File: src/rtl/pcb_pkg.sv
// Shared constants and carriers for the profiling configuration and
// control-block pointer registers.
// Assumes a single core clock and a synchronous active-high reset.
package pcb_pkg;
    // Register addresses in the model-specific register space
    localparam logic [31:0] CB_PTR_ADDR = 32'hC0000106;
    // Configuration register address is a chosen default
    localparam logic [31:0] CFG_ADDR = 32'hC0000105;

    // Configuration field positions
    localparam int CFG_FREE_RUN_BIT = 29;
    localparam int CFG_TS_CAP_BIT = 30;
    localparam int CFG_THR_INT_BIT = 31;
    localparam int CFG_TAG_LSB = 32;
    localparam int CFG_VEC_LSB = 40;

    // Bits 47:29 are held; the rest read as zero
    localparam logic [63:0] CFG_WR_MASK = 64'h0000_FFFF_E000_0000;
    localparam logic [63:0] CFG_RESET = 64'h0;
    localparam logic [63:0] CB_PTR_RESET = 64'h0;
    localparam logic [63:0] ZERO64 = 64'h0;

    // Register access request from the instruction unit
    typedef struct packed {
        logic rd;
        logic wr;
        logic [31:0] addr;
        logic [63:0] wdata;
    } pcb_msr_req_t;

    // Fields that the block supplies to each stored event record
    typedef struct packed {
        logic [63:0] timestamp;
        logic [7:0] cpu_tag;
    } pcb_rec_fields_t;

    // Threshold interrupt request
    typedef struct packed {
        logic fire;
        logic [7:0] vector;
    } pcb_irq_t;
endpackage

File: src/rtl/pcb_regs.sv
// Profiling configuration (upper fields) and control-block pointer
// registers, reached by register read and write instructions.
// Assumes every input comes from core logic on clk; no synchronisers.
`timescale 1ns/1ps
// Contract
// - Bit 29 allows free-running, else synchronized mode
// - Bit 30 stores timestamp counter in records
// - Threshold interrupt only with bit 31 set
// - Bits 39:32 copied to record cpu tag
// - Bits 47:40 give interrupt vector number
// - Pointer register exposes control block linear address
// - Pointer read returns address, no side effect
// - Nonzero pointer write raises protection fault
// - Zero write stops profiling, discards state
// - Block accesses use stored linear address directly
// - Pointer resets to zero, profiling disabled
module pcb_regs (
    input wire logic clk,
    input wire logic rst,
    input pcb_pkg::pcb_msr_req_t msr_req,
    output logic [63:0] msr_rdata,
    output logic msr_rd_valid,
    output logic msr_gp_fault,
    input wire logic extended_feature_mask_en,
    input wire logic cb_load_valid,
    input wire logic [63:0] cb_load_addr,
    input wire logic rec_req,
    input wire logic ts_counter_present,
    input wire logic [63:0] ts_counter,
    input wire logic threshold_exceeded,
    output logic profiling_active,
    output logic free_running_sampling_enable,
    output logic profiling_discard,
    output logic [63:0] cb_linear_addr,
    output logic rec_valid,
    output pcb_pkg::pcb_rec_fields_t rec_fields,
    output pcb_pkg::pcb_irq_t thr_irq
);
    logic [63:0] cfg_q;
    logic [63:0] cb_q;
    logic cfg_load;
    logic cb_load;
    logic [63:0] cb_din;
    logic hit_cfg;
    logic hit_cb;
    logic [63:0] rdata_d;
    logic [63:0] rdata_q;
    logic rd_valid_d;
    logic rd_valid_q;
    logic gp_d;
    logic gp_q;
    logic discard_d;
    logic discard_q;
    logic rec_valid_d;
    logic rec_valid_q;
    pcb_pkg::pcb_rec_fields_t rec_d;
    pcb_pkg::pcb_rec_fields_t rec_q;
    pcb_pkg::pcb_irq_t irq_d;
    pcb_pkg::pcb_irq_t irq_q;
    logic active;
    logic rd_req;
    logic wr_req;
    logic unmapped;
    logic ptr_zero_wr;
    logic ptr_bad_wr;
    logic cfg_free_run;
    logic cfg_ts_cap;
    logic cfg_thr_int;
    logic [7:0] cfg_tag;
    logic [7:0] cfg_vec;

    // Address decode
    always_comb begin
        hit_cfg = 1'b0;
        hit_cb = 1'b0;
        if (msr_req.addr == pcb_pkg::CFG_ADDR) begin
            hit_cfg = 1'b1;
        end else if (msr_req.addr == pcb_pkg::CB_PTR_ADDR) begin
            hit_cb = 1'b1;
        end
    end

    // Request qualification: a read wins when both strobes are high, so a
    // muddled request never changes state behind the answer it gets
    assign rd_req = msr_req.rd;
    assign wr_req = msr_req.wr && !msr_req.rd;
    assign unmapped = !(hit_cfg || hit_cb);
    assign ptr_zero_wr = wr_req && hit_cb
        && (msr_req.wdata == pcb_pkg::ZERO64);
    assign ptr_bad_wr = wr_req && hit_cb
        && (msr_req.wdata != pcb_pkg::ZERO64);

    // Write steering: software may only clear the pointer; nonzero
    // addresses arrive through the load path. A clear and a load in one
    // cycle resolve to the clear, so a stop request is never lost.
    always_comb begin
        cfg_load = wr_req && hit_cfg;
        cb_load = 1'b0;
        cb_din = cb_q;
        if (ptr_zero_wr) begin
            cb_load = 1'b1;
            cb_din = pcb_pkg::ZERO64;
        end else if (cb_load_valid) begin
            cb_load = 1'b1;
            cb_din = cb_load_addr;
        end
    end

    // Configuration upper fields; reserved bits never stored
    pcb_word_reg #(
        .W(64)
    ) u_cfg (
        .clk(clk),
        .rst(rst),
        .load(cfg_load),
        .din(msr_req.wdata & pcb_pkg::CFG_WR_MASK),
        .q(cfg_q)
    );

    // Control-block pointer, cleared by reset
    pcb_word_reg #(
        .W(64)
    ) u_cb (
        .clk(clk),
        .rst(rst),
        .load(cb_load),
        .din(cb_din),
        .q(cb_q)
    );

    // Profiling runs only with a loaded pointer and the feature enabled
    // Left combinational so a clear gates records in the very next cycle
    assign active = extended_feature_mask_en && (cb_q != pcb_pkg::ZERO64);

    // Register access answers, one cycle after the request
    always_comb begin
        rdata_d = rdata_q;
        rd_valid_d = 1'b0;
        gp_d = 1'b0;
        discard_d = 1'b0;
        if (rd_req) begin
            rd_valid_d = !unmapped;
            gp_d = unmapped;
            if (hit_cfg) begin
                rdata_d = cfg_q;
            end else if (hit_cb) begin
                rdata_d = cb_q;
            end
        end else if (wr_req) begin
            if (ptr_bad_wr) begin
                gp_d = 1'b1;
            end else if (ptr_zero_wr) begin
                discard_d = 1'b1;
            end else if (unmapped) begin
                gp_d = 1'b1;
            end
        end
    end

    // Named views of the held configuration fields
    assign cfg_free_run = cfg_q[pcb_pkg::CFG_FREE_RUN_BIT];
    assign cfg_ts_cap = cfg_q[pcb_pkg::CFG_TS_CAP_BIT];
    assign cfg_thr_int = cfg_q[pcb_pkg::CFG_THR_INT_BIT];
    assign cfg_tag = cfg_q[pcb_pkg::CFG_TAG_LSB +: 8];
    assign cfg_vec = cfg_q[pcb_pkg::CFG_VEC_LSB +: 8];

    // Record fields and threshold interrupt; the timestamp reads zero
    // when capture is off or no counter exists
    always_comb begin
        rec_valid_d = rec_req && active;
        rec_d = rec_q;
        if (rec_req && active) begin
            rec_d.cpu_tag = cfg_tag;
            if (cfg_ts_cap && ts_counter_present) begin
                rec_d.timestamp = ts_counter;
            end else begin
                rec_d.timestamp = pcb_pkg::ZERO64;
            end
        end
        irq_d.fire = threshold_exceeded && active
            && cfg_thr_int;
        // Vector follows the field every cycle, ready before any fire
        irq_d.vector = cfg_vec;
    end

    // Register access answer stage
    always_ff @(posedge clk) begin
        if (rst) begin
            rdata_q <= pcb_pkg::ZERO64;
            rd_valid_q <= 1'b0;
            gp_q <= 1'b0;
            discard_q <= 1'b0;
        end else begin
            rdata_q <= rdata_d;
            rd_valid_q <= rd_valid_d;
            gp_q <= gp_d;
            discard_q <= discard_d;
        end
    end

    // Record and interrupt stage
    always_ff @(posedge clk) begin
        if (rst) begin
            rec_valid_q <= 1'b0;
            rec_q <= '0;
            irq_q <= '0;
        end else begin
            rec_valid_q <= rec_valid_d;
            rec_q <= rec_d;
            irq_q <= irq_d;
        end
    end

    assign msr_rdata = rdata_q;
    assign msr_rd_valid = rd_valid_q;
    assign msr_gp_fault = gp_q;
    assign profiling_discard = discard_q;
    assign profiling_active = active;
    // Mode select reflects the stored bit directly
    assign free_running_sampling_enable = cfg_free_run;
    // Linear address used as is, with no segment base added
    assign cb_linear_addr = cb_q;
    assign rec_valid = rec_valid_q;
    assign rec_fields = rec_q;
    assign thr_irq = irq_q;
endmodule

File: src/rtl/pcb_word_reg.sv
// Width-parameterised holding register with load enable.
// Assumes synchronous active-high reset; reset value is zero.
`timescale 1ns/1ps
module pcb_word_reg #(
    parameter int W = 64
) (
    input wire logic clk,
    input wire logic rst,
    input wire logic load,
    input wire logic [W-1:0] din,
    output logic [W-1:0] q
);
    logic [W-1:0] q_d;
    logic [W-1:0] q_q;

    // Hold unless loaded
    always_comb begin
        q_d = load ? din : q_q;
    end

    // Register stage
    always_ff @(posedge clk) begin
        if (rst) begin
            q_q <= '0;
        end else begin
            q_q <= q_d;
        end
    end

    assign q = q_q;
endmodule

File: config.mk
export PLATFORM = sky130hd
export DESIGN_NAME = pcb_regs
export DESIGN_NICKNAME = d
export VERILOG_FILES = /design/src/rtl/pcb_pkg.sv /design/src/rtl/pcb_regs.sv /design/src/rtl/pcb_word_reg.sv
export SDC_FILE = /design/constraint.sdc
export NUM_CORES = 1
export LEC_CHECK = 0
export ABC_AREA = 1
export BUFFER_PORTS_ARGS = -buffer_cell sky130_fd_sc_hd__buf_2
export CAP_MARGIN = 10
export CORE_ASPECT_RATIO = 0.9
export CORE_MARGIN = 4
export CORE_UTILIZATION = 41
export CTS_BUF_LIST = sky130_fd_sc_hd__clkbuf_8
export CTS_CLUSTER_SIZE = 10
export DETAILED_ROUTE_END_ITERATION = 10
export GPL_ROUTABILITY_DRIVEN = 0
export PLACE_DENSITY = 0.65
export SLEW_MARGIN = 5
export SYNTH_ARGS = -nofsm -noshare
export SYNTH_HDL_FRONTEND = slang
export SYNTH_HIERARCHICAL = 1
export SYNTH_SLANG_ARGS = --single-unit
export TNS_END_PERCENT = 5
File: constraint.sdc
create_clock -name clk -period 2.3 [get_ports clk]
set_clock_uncertainty 0.1 [all_clocks]
set_input_delay 0.46 -clock clk [delete_from_list [all_inputs] [get_ports clk]]
set_output_delay 0.46 -clock clk [all_outputs]
set_load 0.1 [all_outputs]
Word-level counts from Yosys, hierarchy flattened
Index checks and enable logic that the tools add are counted.
{"block": "op_classes", "eq_ne": 2, "muxes": 16, "bitwise_logic": 2, "reduce_logical": 22}
{"cell": "two-way mux 64 bit", "count": 5}
{"cell": "nonzero test 64 bit", "count": 2}
{"cell": "== test 32 bit, second input constant", "count": 2}
{"cell": "zero test 64 bit", "count": 1}
{"cell": "two-way mux 1 bit", "count": 11}
{"cell": "logical AND 1 bit", "count": 10}
{"cell": "AND reduction 2 bit", "count": 2}
{"cell": "nonzero test 2 bit", "count": 2}
{"cell": "OR reduction 4 bit", "count": 1}
{"cell": "zero test 1 bit", "count": 2}
{"cell": "NOT 1 bit", "count": 2}
{"cell": "OR reduction 2 bit", "count": 1}
{"cell": "logical OR 1 bit", "count": 1}
{"block": "totals", "regBits": 232, "in_bits": 233, "wordCells": 53}

Logic depth before layout (Yosys ltp)
Gate-level depths: netlist (run 1).
{"block": "depth", "ltp_word": 9, "mapped_depth": 14}

Cells and area by module
The synthesis (run 1) kept the hierarchy.
{"module": "pcb_regs", "n_inst": 1, "cells_per_inst": 1631, "area_per_inst_um2": 9307.7, "seq_area_each_um2": 2982.9}
{"module": "pcb_word_reg", "n_inst": 2, "cells_per_inst": 405, "area_per_inst_um2": 2666.3, "seq_area_each_um2": 1281.2}

Worst setup path before layout (run 1)
Ideal clock, no wire load.
{"block": "synth_path", "kind": "register to output", "start": "register u_cb.q_q[34] (netlist: u_cb/q[34])", "end": "output profiling_active", "arrival_time_ns": 2.419, "t_required_ns": 1.740, "setup_slack_ns": -0.679, "stages_incl_launch_ff": 10, "path_buffers": 1, "cell_sequence": "dfxtp_1 -> inv_1 -> nand3_1 -> nor2_1 -> nand2_1 -> nor2_1 -> nand2_2 -> clkbuf_1 -> nand2_1 -> inv_1"}
{"block": "synth_via", "elab_chain_cells": 2}
{"item": "start: declaration", "line_no": "pcb_word_reg.sv:14", "rtl": "logic [W-1:0] q_q;"}
{"item": "start signal: assignment", "line_no": "pcb_word_reg.sv:26", "rtl": "q_q <= q_d;"}
{"item": "nonzero test 64 bit", "line_no": "pcb_regs.sv:133", "rtl": "assign active = extended_feature_mask_en && (cb_q != pcb_pkg::ZERO64);"}
{"item": "logical AND 1 bit", "line_no": "pcb_regs.sv:133"}
{"item": "end: declaration", "line_no": "pcb_regs.sv:31", "rtl": "output logic profiling_active,"}
Every way passes these cells.

Worst setup path in the final report (run 1)
{"block": "layout_path", "start": "register u_cb.q_q[54] (netlist: u_cb/q[54])", "end": "output profiling_active"}
The elaborated chain is that of the path after synthesis.

==> results of run 1 <==
-- cells in the final DEF (no fill, tap or decap), drive strengths merged --
cell / count
nand3: 11
nor2: 673
or2: 1
dfxtp: 277
bufinv: 1
a21oi: 3
nor3: 3
inv: 408
o21ai: 8
nand2: 826
clkinv: 7
conb: 45
nand4: 59
buf: 502
and2: 1
diode: 5
clkbuf: 58
mux2i: 62
o211ai: 1
dlygate4sd3: 1
clkinvlp: 1
-- per-stage QoR --
stage | setup TNS, ns | std cells | setup slack, ns
after detailed placement | -3.29 | 3316 | -0.0858
after CTS | -0.284 | 3414 | -0.284
after global placement | -1.28 | 3316 | -0.0564
final | -0.231 | 3422 | -0.231
after global routing | -0.352 | 3421 | -0.352
after floorplan | 0 | 2485 | 0.0211
-- power by group --
group | switching (mW) | leakage [nW] | internal (mW)
clock | 2.09 | 0.579 | 2.40
combinational | 1.95 | 7.73 | 0.663
sequential | 0.152 | 2.30 | 4.94
-- cells by family (layout without fill, tap and decap cells) --
logic type | count (synthesis) | after routing | share of synthesized area
simple gates | 1574 | 1574 | 0.417
buf+inv | 515 | 978 | 0.157
flops | 277 | 277 | 0.379
mux | 62 | 62 | 0.0424
compound gates | 12 | 12 | 0.00461
other cells | 1 | 50 | 0.000256
-- critical path, stage by stage (launching register included) --
cell and delay [ns]:
dfxtp_4 0.36, nor2_2 0.07, nand2_1 0.08, nor2_2 0.16
nand2_2 0.09, nor2_4 0.15, nand2_2 0.09, nand2_2 0.09
clkinvlp_4 0.11, buf_12 0.17
-- registers in the layout (all words and copies together), names as in the netlist --
name,count
thr_irq,9
msr_rd_valid,1
msr_rdata,64
u_cb/q,64
msr_gp_fault,1
profiling_discard,1
rec_fields,72
rec_valid,1
u_cfg/q,64
-- layout make-up --
type | instances | area (um2)
clock buffer | 58 | 798
tap | 469 | 587
fill | 3594 | 16400
multi-input combinational | 1693 | 7060
sequential | 277 | 5790
clock inverter | 32 | 160
inverter | 385 | 1450
timing repair buffer | 503 | 2870
antenna | 5 | 12.5
-- per-layer routing --
metal  track usage  vias up  share of wire
li1              -     8001              -
met1         0.297     6749           0.43
met2         0.398      528           0.47
met3        0.0523       97          0.067
met4        0.0854        6          0.028
met5             0        -        0.00073
-- worst min path at each step --
stage | endpoint | slack, ns | cells after the start
final | u_cfg/q[45] | 0.1 | 5
after global routing | thr_irq[8] | 0.07 | 3
after CTS | u_cfg/q[45] | 0.04 | 5
after detailed placement | thr_irq[7] | 0.35 | 2
after global placement | thr_irq[6] | 0.35 | 2
after floorplan | thr_irq[0] | 0.32 | 2
-- what timing repair did --
| item | CTS | global route |
|---|---|---|
| setup endpoints to repair | 1 | 1 |
| pin swaps | 10 | 6 |
| buffers inserted | 7 | 3 |
| hold buffers | 1 | 0 |
| hold endpoints to repair | 1 | 0 |
| resized for setup | 19 | 3 |
==> impl_results.md, run 1 <==
- Worst setup SP type: flop
- Worst endpoint required time: ~1.7 ns
- Leakage: 10.6 nW
- Synth Flop Type: dfxtp_1
- Rel. slew slack: 0.473
- Area growth syn-to-layout: 27.9%
- Pwr Total: 12.2 mW
- Post-layout util: 0.533
- Hold slack: 0.0962 ns
- Core Box Area: ~35,000 um2
- H-tree depth: 2
- Vias: 15,381
- Outcome: finished, violations left
- Root Driver: clkbuf_8
- Post-synthesis register bit count: 277
- CP endpoint: profiling_active
- Clk Latency, worst-skew pair: approximately 0.59 ns
- R2R cell count: 12
- Power Dens Cells: 652 nW/um2
- Cells after synthesis: 2,441
- Main area contributors after synthesis: dfxtp_1 (38%), nand2_1 (21%), nor2_1 (17%)
- Fin area: around 19,000 um2
- Top-count cell post-synth: nand2_1
- Top post-synthesis cells by count: nand2_1 (824), nor2_1 (670), inv_1 (377)
- Synth unique cells: 25
- Number of synthesized flops with an enable pin: 0
- Worst Max-Slew Pin Slew: 0.790 ns
- Layout cells sized above 1: 0.225
- Fmax: 395 MHz
- Final worst slack: -0.231 ns
- Number of vias per cell: 4.49
- Die width: around 210 um
- Routed Antenna Nets: 0
- Worst Path Max Fanout: 5
- WP data arrival: 1.97 ns
- Reg-to-Reg Start: u_cb/q[54]
- Total CTS buffers: 50
- Hold crit path type: input port to flop
- Setup crit end kind: output pin
- Largest net degree at the start of global routing: between 90 and 100
- RR Endpoint: rec_fields[1]
- Hpwl dp: 34.0 mm
- Seq/Total Area, Yosys: 0.379
- Drt wl/cell: ~14 um
- Final hold violation count: 0
- Avg Cell Area, Syn: 6.00 um2
- Dominant cell type by area after synthesis: dfxtp_1
- IO Pins: about 450
- Clock sinks: 277
- Final setup violation count: 1
- Drt first pass iters: 5
- DR iter-0 viols: 1,054
- Asr flop ratio synth: 0
- Post-synth top area share: 0.379
- Register-to-register setup slack: 0.28 ns
- Crit Path Category: flop to output pin
- Final nets: roughly 3,100
- Tcrit/Tclk final: 1.10
- CTS tree: done
- Clk slew on worst S/H paths: ~0.06 ns
- Die height: ~190 um
- Hold Startpoint: msr_req[45]
- IR drop worst, VDD: ~0.42 mV
- Tot GR Track Use: 0.236
- Initial core utilization: 0.417
- Vias in the first global route: 14,780
- Clock Tree Buf Depth: 3
- First-pass GRT wire length: 76.4 mm
- GRT Residual Overflow: 0
- Buffers on Ports: 447
- Die area: 38,800 um2
- Post-Syn Area: 14,600 um2
- Initial antenna violation count: 8
- Max Slew Vio Count: 0
- Min Clock Period, post-route: 2.53 ns
- RSZ-0062 raised after global routing: yes
- Std-Cell Rows: 65
- # DRC: 0
- Post-Route WL: 47.8 mm
- MaxCap Viol Count: 0
- Failing checks: negative setup slack
- Area after DPL: 17,600 um2
- Yosys warnings: 6
- Crit path launch: u_cb/q[54]
Note: power is estimated with default switching activity, not from simulation.
==> run 2, diff against run 1 <==
--- a/config.mk
+++ b/config.mk
@@ -14,8 +14,9 @@
 export CTS_BUF_LIST = sky130_fd_sc_hd__clkbuf_8
 export CTS_CLUSTER_SIZE = 10
 export DETAILED_ROUTE_END_ITERATION = 10
-export GPL_ROUTABILITY_DRIVEN = 0
+export GPL_ROUTABILITY_DRIVEN = 1
 export PLACE_DENSITY = 0.65
+export REMOVE_ABC_BUFFERS = 1
 export SLEW_MARGIN = 5
 export SYNTH_ARGS = -nofsm -noshare
 export SYNTH_HDL_FRONTEND = slang
==> run 2 against run 1 <==
Compared with the run above: the run still ends with negative setup slack left; cell count up 1.4%; worst hold slack worse by 0.046 ns; utilization grew 0.48 points; wire length up 0.98%; sequential cell count unchanged; design area is 0.91% higher; count of clock-buffer cells in the layout is the same; die area stayed put; first-iteration DRC count up 21%; critical endpoint unchanged; largest cell class unchanged; largest power group unchanged; highest routed layer unchanged.
==> impl_results.md, run 2 (synthesis gave the netlist of run 1 again) <==
- Commonest non-fill, non-tap cell in the layout: nand2_1
- CTS Hold Bufs: 0 (-1)
- Hold crit path type: input port to flop
- Clk slew on worst S/H paths: 0.06 ns (about the same)
- Worst Max-Slew Pin Slew: 0.772 ns (-0.0181 ns)
- Initial antenna violation count: 4 (-4)
- Drt first pass iters: 6 (+1)
- Worst setup SP type: flop
- Max reg flops: 72 (unchanged)
- Final setup violation count: 1 (unchanged)
- Register-to-register setup slack: 0.23 ns (-0.05 ns)
- Largest net degree at the start of global routing: 75 (-24%)
- Post-Route WL: 48.3 mm (+0.98%)
- Routed Antenna Nets: 0 (unchanged)
- Layout cells sized above 1: 0.220 (-0.00483)
- WP data arrival: 1.84 ns (-0.13 ns)
- Crit Path Category: flop to output pin
- Clock Tree Buf Depth: 3 (unchanged)
- Root Driver: clkbuf_8
- Slowest cell on crit path: dfxtp_1
- IR drop worst, VDD: 0.409 mV (-1.8%)
- IO Pins: 448 (unchanged)
- RD Place Congestion: 0.926
- Die height: 187 um (unchanged)
- Drt wl/cell: 13.9 um (-0.44%)
- Area growth syn-to-layout: 29.0%
- GRT Residual Overflow: 0 (unchanged)
- Vias in the first global route: 14,941 (+1.1%)
- R2R cell count: 13 (+1)
- Hpwl dp: 34.5 mm (+1.5%)
- Buffers on Ports: 447 (unchanged)
- Setup crit end kind: output pin
- First-pass GRT wire length: 78.2 mm (+2.4%)
- RSZ-0062 raised after global routing: yes
- Fin area: 18,900 um2 (+0.91%)
- DR iter-0 viols: 1,275 (+21%)
- Leakage: 10.9 nW (+2.4%)
- Clock sinks: 277 (unchanged)
- Std-Cell Rows: 65 (unchanged)
- H-tree depth: 2 (unchanged)
- Total CTS buffers: 48 (-4.0%)
- Critical path's most frequent cell: nand2_4
- Worst endpoint required time: 1.74 ns (about the same)
- Worst path max stage delay: 0.31 ns (-0.05 ns)
- Reg-to-Reg Start: u_cb/q[60]
- Tot GR Track Use: 0.240 (+0.00391)
- Final hold violation count: 0 (unchanged)
- # DRC: 0 (unchanged)
- Die area: 38,800 um2 (unchanged)
- Crit-path cells: nor2_1 -> nand2_1 -> nor2_2 -> nand2_2 -> nor2_4 -> nand2_4 -> nand2_4 -> inv_2 -> buf_12
- Min Clock Period, post-route: 2.40 ns (-0.127 ns)
- Placement Setup Slack: -0.156 ns (-0.0705 ns)
- Hold Startpoint: threshold_exceeded
- Outcome: finished, violations left
- RR Endpoint: rec_fields[44]
- Area after DPL: 17,900 um2 (+1.5%)
- Rel. slew slack: 0.485 (+0.0121)
- Worst Hold Path EP: thr_irq[8]
- Vias: 15,685 (+2.0%)
- Final worst slack: -0.104 ns (+0.127 ns)
- Number of vias per cell: 4.52 (+0.54%)
- Post-layout util: 0.538 (+0.00484)
- Die width: 207 um (unchanged)
- Initial core utilization: 0.417 (unchanged)
- Core Box Area: 35,100 um2 (unchanged)
- Fmax: 416 MHz (+5.3%)
- CTS tree: done
- Failing checks: negative setup slack
- Final nets: 3,197 (+1.7%)
- Max Slew Vio Count: 0 (unchanged)
- Hold depth: 3 (-2)
- Power Dens Cells: 648 nW/um2 (-0.62%)
- Clk Latency, worst-skew pair: 0.57 ns (-0.02 ns)
- Worst Path Max Fanout: 2 (-3)
- Tcrit/Tclk final: 1.05 (-0.0551)
- Most frequent cells in the layout: nand2_1 (818), nor2_1 (658), buf_2 (445), inv_1 (397), dfxtp_1 (272)
- MaxCap Viol Count: 0 (unchanged)
==> run 2: cell types whose count changed in the layout (fill, tap and decap cells not counted), moves of 2 or more <==
cell      change
dfxtp_2       +5
inv_6         -2
dfxtp_1      +59
diode_2       -2
buf_4        +56
dfxtp_4      -64
clkinv_1      -3
nand2_2       -2
nand2_4       +2
==> run 2: where the power goes <==
group          total (mW)  internal (mW)  leakage, nW  switching (mW)
registers            5.04           4.96         2.26          0.0850
clock network        4.42           2.38        0.564            2.04
logic                2.77          0.740         8.05            2.03
==> run 2: worst max-delay path, delay by kind of cell (launching register included) <==
family | cells | cell delay (ns)
buffers and inverters | 2 | 0.19
AND/OR/NAND/NOR | 7 | 0.76
flip-flops | 1 | 0.31
==> run 2: metrics by stage <==
stage	cells	hold WS [ns]	TNS [ns]	total power [mW]
global route	3470	0.0310	-0.237	12.8
floorplan	2355	0.319	-449.59	7.07
CTS	3467	0.00703	-0.209	12.4
detailed placement	3382	0.339	-7.04	7.89
global placement	3382	0.329	-3.56	7.86
finish	3471	0.0503	-0.104	12.2
==> run 2: worst max path at each step <==
stage                     cells after the start                to        start  slack [ns]
final                                         9  profiling_active   u_cb/q[60]       -0.10
after global routing                          9  profiling_active   u_cb/q[14]       -0.24
after CTS                                     9  profiling_active   u_cb/q[58]       -0.21
after detailed placement                     15        u_cb/q[18]  msr_req[37]       -0.16
after global placement                       15        u_cb/q[23]  msr_req[37]       -0.11
after floorplan                              10       u_cfg/q[61]  msr_req[90]       -3.68
==> run 2: cell type report <==
cell class	instances	area (um2)
multi-input combinational	1693	7070
antenna	3	7.51
fill	3622	16200
timing repair buffer	559	3300
tap	469	587
clock buffer	58	798
clock inverter	27	133
sequential	277	5550
inverter	385	1450
==> run 2: timing repair <==
action | in CTS | in global routing
setup endpoints to repair | 1 | 1
setup buffers | 0 | 1
gates cloned | 0 | 0
gates resized for setup | 22 | 8
pin swaps | 13 | 12
==> run 2: routing by layer <==
metal / routed length, um / up-vias / GRT usage
li1: - / 8085 / -
met1: 21500 / 6946 / 0.323
met2: 22100 / 566 / 0.400
met3: 3800 / 84 / 0.0490
met4: 920 / 4 / 0.0524
met5: 17 / - / 0
==> run 3, diff against run 2 <==
--- a/config.mk
+++ b/config.mk
@@ -10,12 +10,12 @@
 export CAP_MARGIN = 10
 export CORE_ASPECT_RATIO = 0.9
 export CORE_MARGIN = 4
-export CORE_UTILIZATION = 41
+export CORE_UTILIZATION = 54
 export CTS_BUF_LIST = sky130_fd_sc_hd__clkbuf_8
 export CTS_CLUSTER_SIZE = 10
 export DETAILED_ROUTE_END_ITERATION = 10
 export GPL_ROUTABILITY_DRIVEN = 1
-export PLACE_DENSITY = 0.65
+export PLACE_DENSITY = 0.82
 export REMOVE_ABC_BUFFERS = 1
 export SLEW_MARGIN = 5
 export SYNTH_ARGS = -nofsm -noshare
==> run 3 against run 2 <==
Compared with the run above: the flow still finishes with violations (negative setup slack); highest routed layer unchanged; largest cell class unchanged; worst hold slack better by 0.066 ns; critical endpoint unchanged; utilization increased by 18 points; sequential share of layout area is essentially flat.
==> impl_results.md, run 3 (synthesis gave the netlist of run 1 again) <==
- Layout cells sized above 1: 0.233 (+0.0125)
- Multi-input logic area: 7110 um2 (+0.57%)
- Worst path buffer plus inverter count: 2 (unchanged)
- Worst setup SP type: flop
- Combinational power share: 0.228 (about the same)
- Max Slew Vio Count: 0 (unchanged)
- Total CTS buffers: 46 (-4.2%)
- Area after DPL: 17,800 um2 (-0.50%)
- Std-Cell Rows: 56 (-14%)
- FILL cells: 2,301 (-36%)
- Clock sinks: 277 (unchanged)
- Initial core utilization: 0.554 (+0.138)
- Int Power: 8.12 mW (+0.56%)
- Leakage: 10.9 nW (+0.14%)
- Crit path launch: u_cb/q[9]
- Area growth syn-to-layout: 29.3%
- Crit-path cells: nor2_1 -> nand2_2 -> nor2_4 -> nand2_2 -> nor2_4 -> nand2_4 -> nand2_4 -> inv_4 -> buf_12
- Fin cells: 3,358 (-3.3%)
- Vias in the first global route: 14,826 (-0.77%)
- First-pass GRT wire length: 75.7 mm (-3.2%)
- # DRC: 0 (unchanged)
- Worst path max stage delay: 0.32 ns (about the same)
- Drt wl/cell: 14.4 um (+3.7%)
- Power share of the clock group: 0.361 (about the same)
- Min Clock Period, post-route: 2.38 ns (-0.0223 ns)
- Setup TNS: -0.0816 ns (+0.0223 ns)
- RD Place Congestion: 0.999 (+7.8%)
- Setup crit end kind: output pin
- Drt first pass iters: 6 (unchanged)
- Post-Route WL: 48.5 mm (+0.33%)
- Pwr Total: 12.3 mW (+0.64%)
- CTS tree: done
- Crit Path Category: flop to output pin
- Most frequent cells in the layout: nand2_1 (814), nor2_1 (652), buf_2 (445), inv_1 (383), dfxtp_1 (260)
- Hold crit path type: input port to flop
- Fin area: 18,900 um2 (+0.25%)
- Delay-heaviest family, CP: simple AND/OR/NAND/NOR gates
- Tot GR Track Use: 0.310 (+0.0700)
- Outcome: finished, violations left
- RSZ-0062 raised after global routing: yes
- Tcrit/Tclk final: 1.04 (-0.00971)
- DP Cell Count: 3,261 (-3.6%)
- Worst endpoint required time: 1.74 ns (about the same)
- Clk slew on worst S/H paths: 0.07 ns (about the same)
- Switching fraction of total power: 0.340 (+0.000493)
- Worst Max-Slew Pin Slew: 0.649 ns (-0.123 ns)
- CTS Hold Bufs: 0 (unchanged)
- GRT Residual Overflow: 0 (unchanged)
- Core Box Area: 26,400 um2 (-25%)
- Register area: 5570 um2 (+0.41%)
- H-tree depth: 2 (unchanged)
- Flop pwr share: 0.410 (-0.002)
- Max reg flops: 72 (unchanged)
- MaxCap Viol Count: 0 (unchanged)
- Sw power: 4.19 mW (+0.79%)
- Die height: 164 um (-12%)
- WP data arrival: 1.82 ns (-0.02 ns)
- IO Pins: 448 (unchanged)
- Die width: 182 um (-12%)
- Routed Antenna Nets: 0 (unchanged)
- Final nets: 3,199 (+0.063%)
- Initial antenna violation count: 10 (+6)
- Clk Latency, worst-skew pair: 0.56 ns (about the same)
- Number of vias per cell: 4.80 (+6.2%)
- Fmax: 420 MHz (+0.94%)
- Largest net degree at the start of global routing: 65 (-13%)
- Root Driver: clkbuf_8
- DR iter-0 viols: 1,263 (-0.94%)
- Vias: 16,116 (+2.7%)
- Hold Startpoint: threshold_exceeded
- Buffers on Ports: 447 (unchanged)
- Power Dens Cells: 650 nW/um2 (+0.39%)
- Commonest non-fill, non-tap cell in the layout: nand2_1
- Clock Tree Buf Depth: 3 (unchanged)
- IR drop worst, VDD: 0.415 mV (+1.6%)
- Failing checks: negative setup slack
- Reg-to-Reg Start: u_cb/q[9]
- Slowest cell on crit path: dfxtp_1
- Rel. slew slack: 0.567 (+0.0815)
- Die area: 29,800 um2 (-23%)
- Final worst slack: -0.0816 ns (+0.0223 ns)
- Hpwl dp: 34.9 mm (+1.1%)
- Worst Path Max Fanout: 2 (unchanged)
- Final setup violation count: 1 (unchanged)
- Final hold violation count: 0 (unchanged)
run 3: path summary, 6_finish.rpt:
kind	end	slack [ns]	depth (start not counted)
setup / recovery	profiling_active	-0.08	9
hold / removal	thr_irq[8]	0.12	3
setup reg to reg	rec_fields[28]	0.36	11
hold reg to reg	thr_irq[7]	0.35	2
run 3: cell type report:
type,count,share of cell area
multi-input combinational,1693,0.375
sequential,277,0.294
timing repair buffer,563,0.179
inverter,385,0.0766
clock buffer,62,0.0451
tap,348,0.0230
clock inverter,21,0.00548
antenna,9,0.00119
run 3: repair_timing:
item                                    in CTS  in global routing
pin swaps                                   11                 24
endpoints found under the setup margin       1                  1
buffers inserted                             4                  1
gates resized for setup                     31                 28
run 3: layer usage:
metal | track usage | share of wire | vias up
met5 | 0 | 0.00027 | -
met4 | 0.0952 | 0.023 | 2
met3 | 0.0536 | 0.090 | 88
met2 | 0.529 | 0.48 | 742
met1 | 0.403 | 0.40 | 7185
li1 | - | - | 8099
run 3: power by group through the flow:
| stage | logic (mW) | registers (mW) | clock network [mW] |
|---|---|---|---|
| floorplan | 0.786 | 6.29 | 0 |
| global placement | 2.70 | 5.14 | 0 |
| detailed placement | 2.73 | 5.15 | 0 |
| CTS | 2.78 | 5.04 | 4.53 |
| global route | 3.01 | 5.07 | 4.74 |
| finish | 2.81 | 5.05 | 4.45 |
run 3: worst reg2reg max path: cells and delay by family (launching register included):
| kind | cells | cell delay, ns |
|---|---|---|
| flops | 1 | 0.32 |
| simple gates | 9 | 0.98 |
| buf+inv | 2 | 0.44 |
run 3: per-stage QoR:
step | worst slack [ns] | hold slack (ns) | util
detailed placement | -0.0393 | 0.339 | 0.673
global placement | 0.0428 | 0.332 | 0.673
CTS | -0.125 | 0.0824 | 0.713
global route | -0.184 | 0.105 | 0.717
floorplan | -3.68 | 0.319 | -
finish | -0.0816 | 0.116 | 0.717
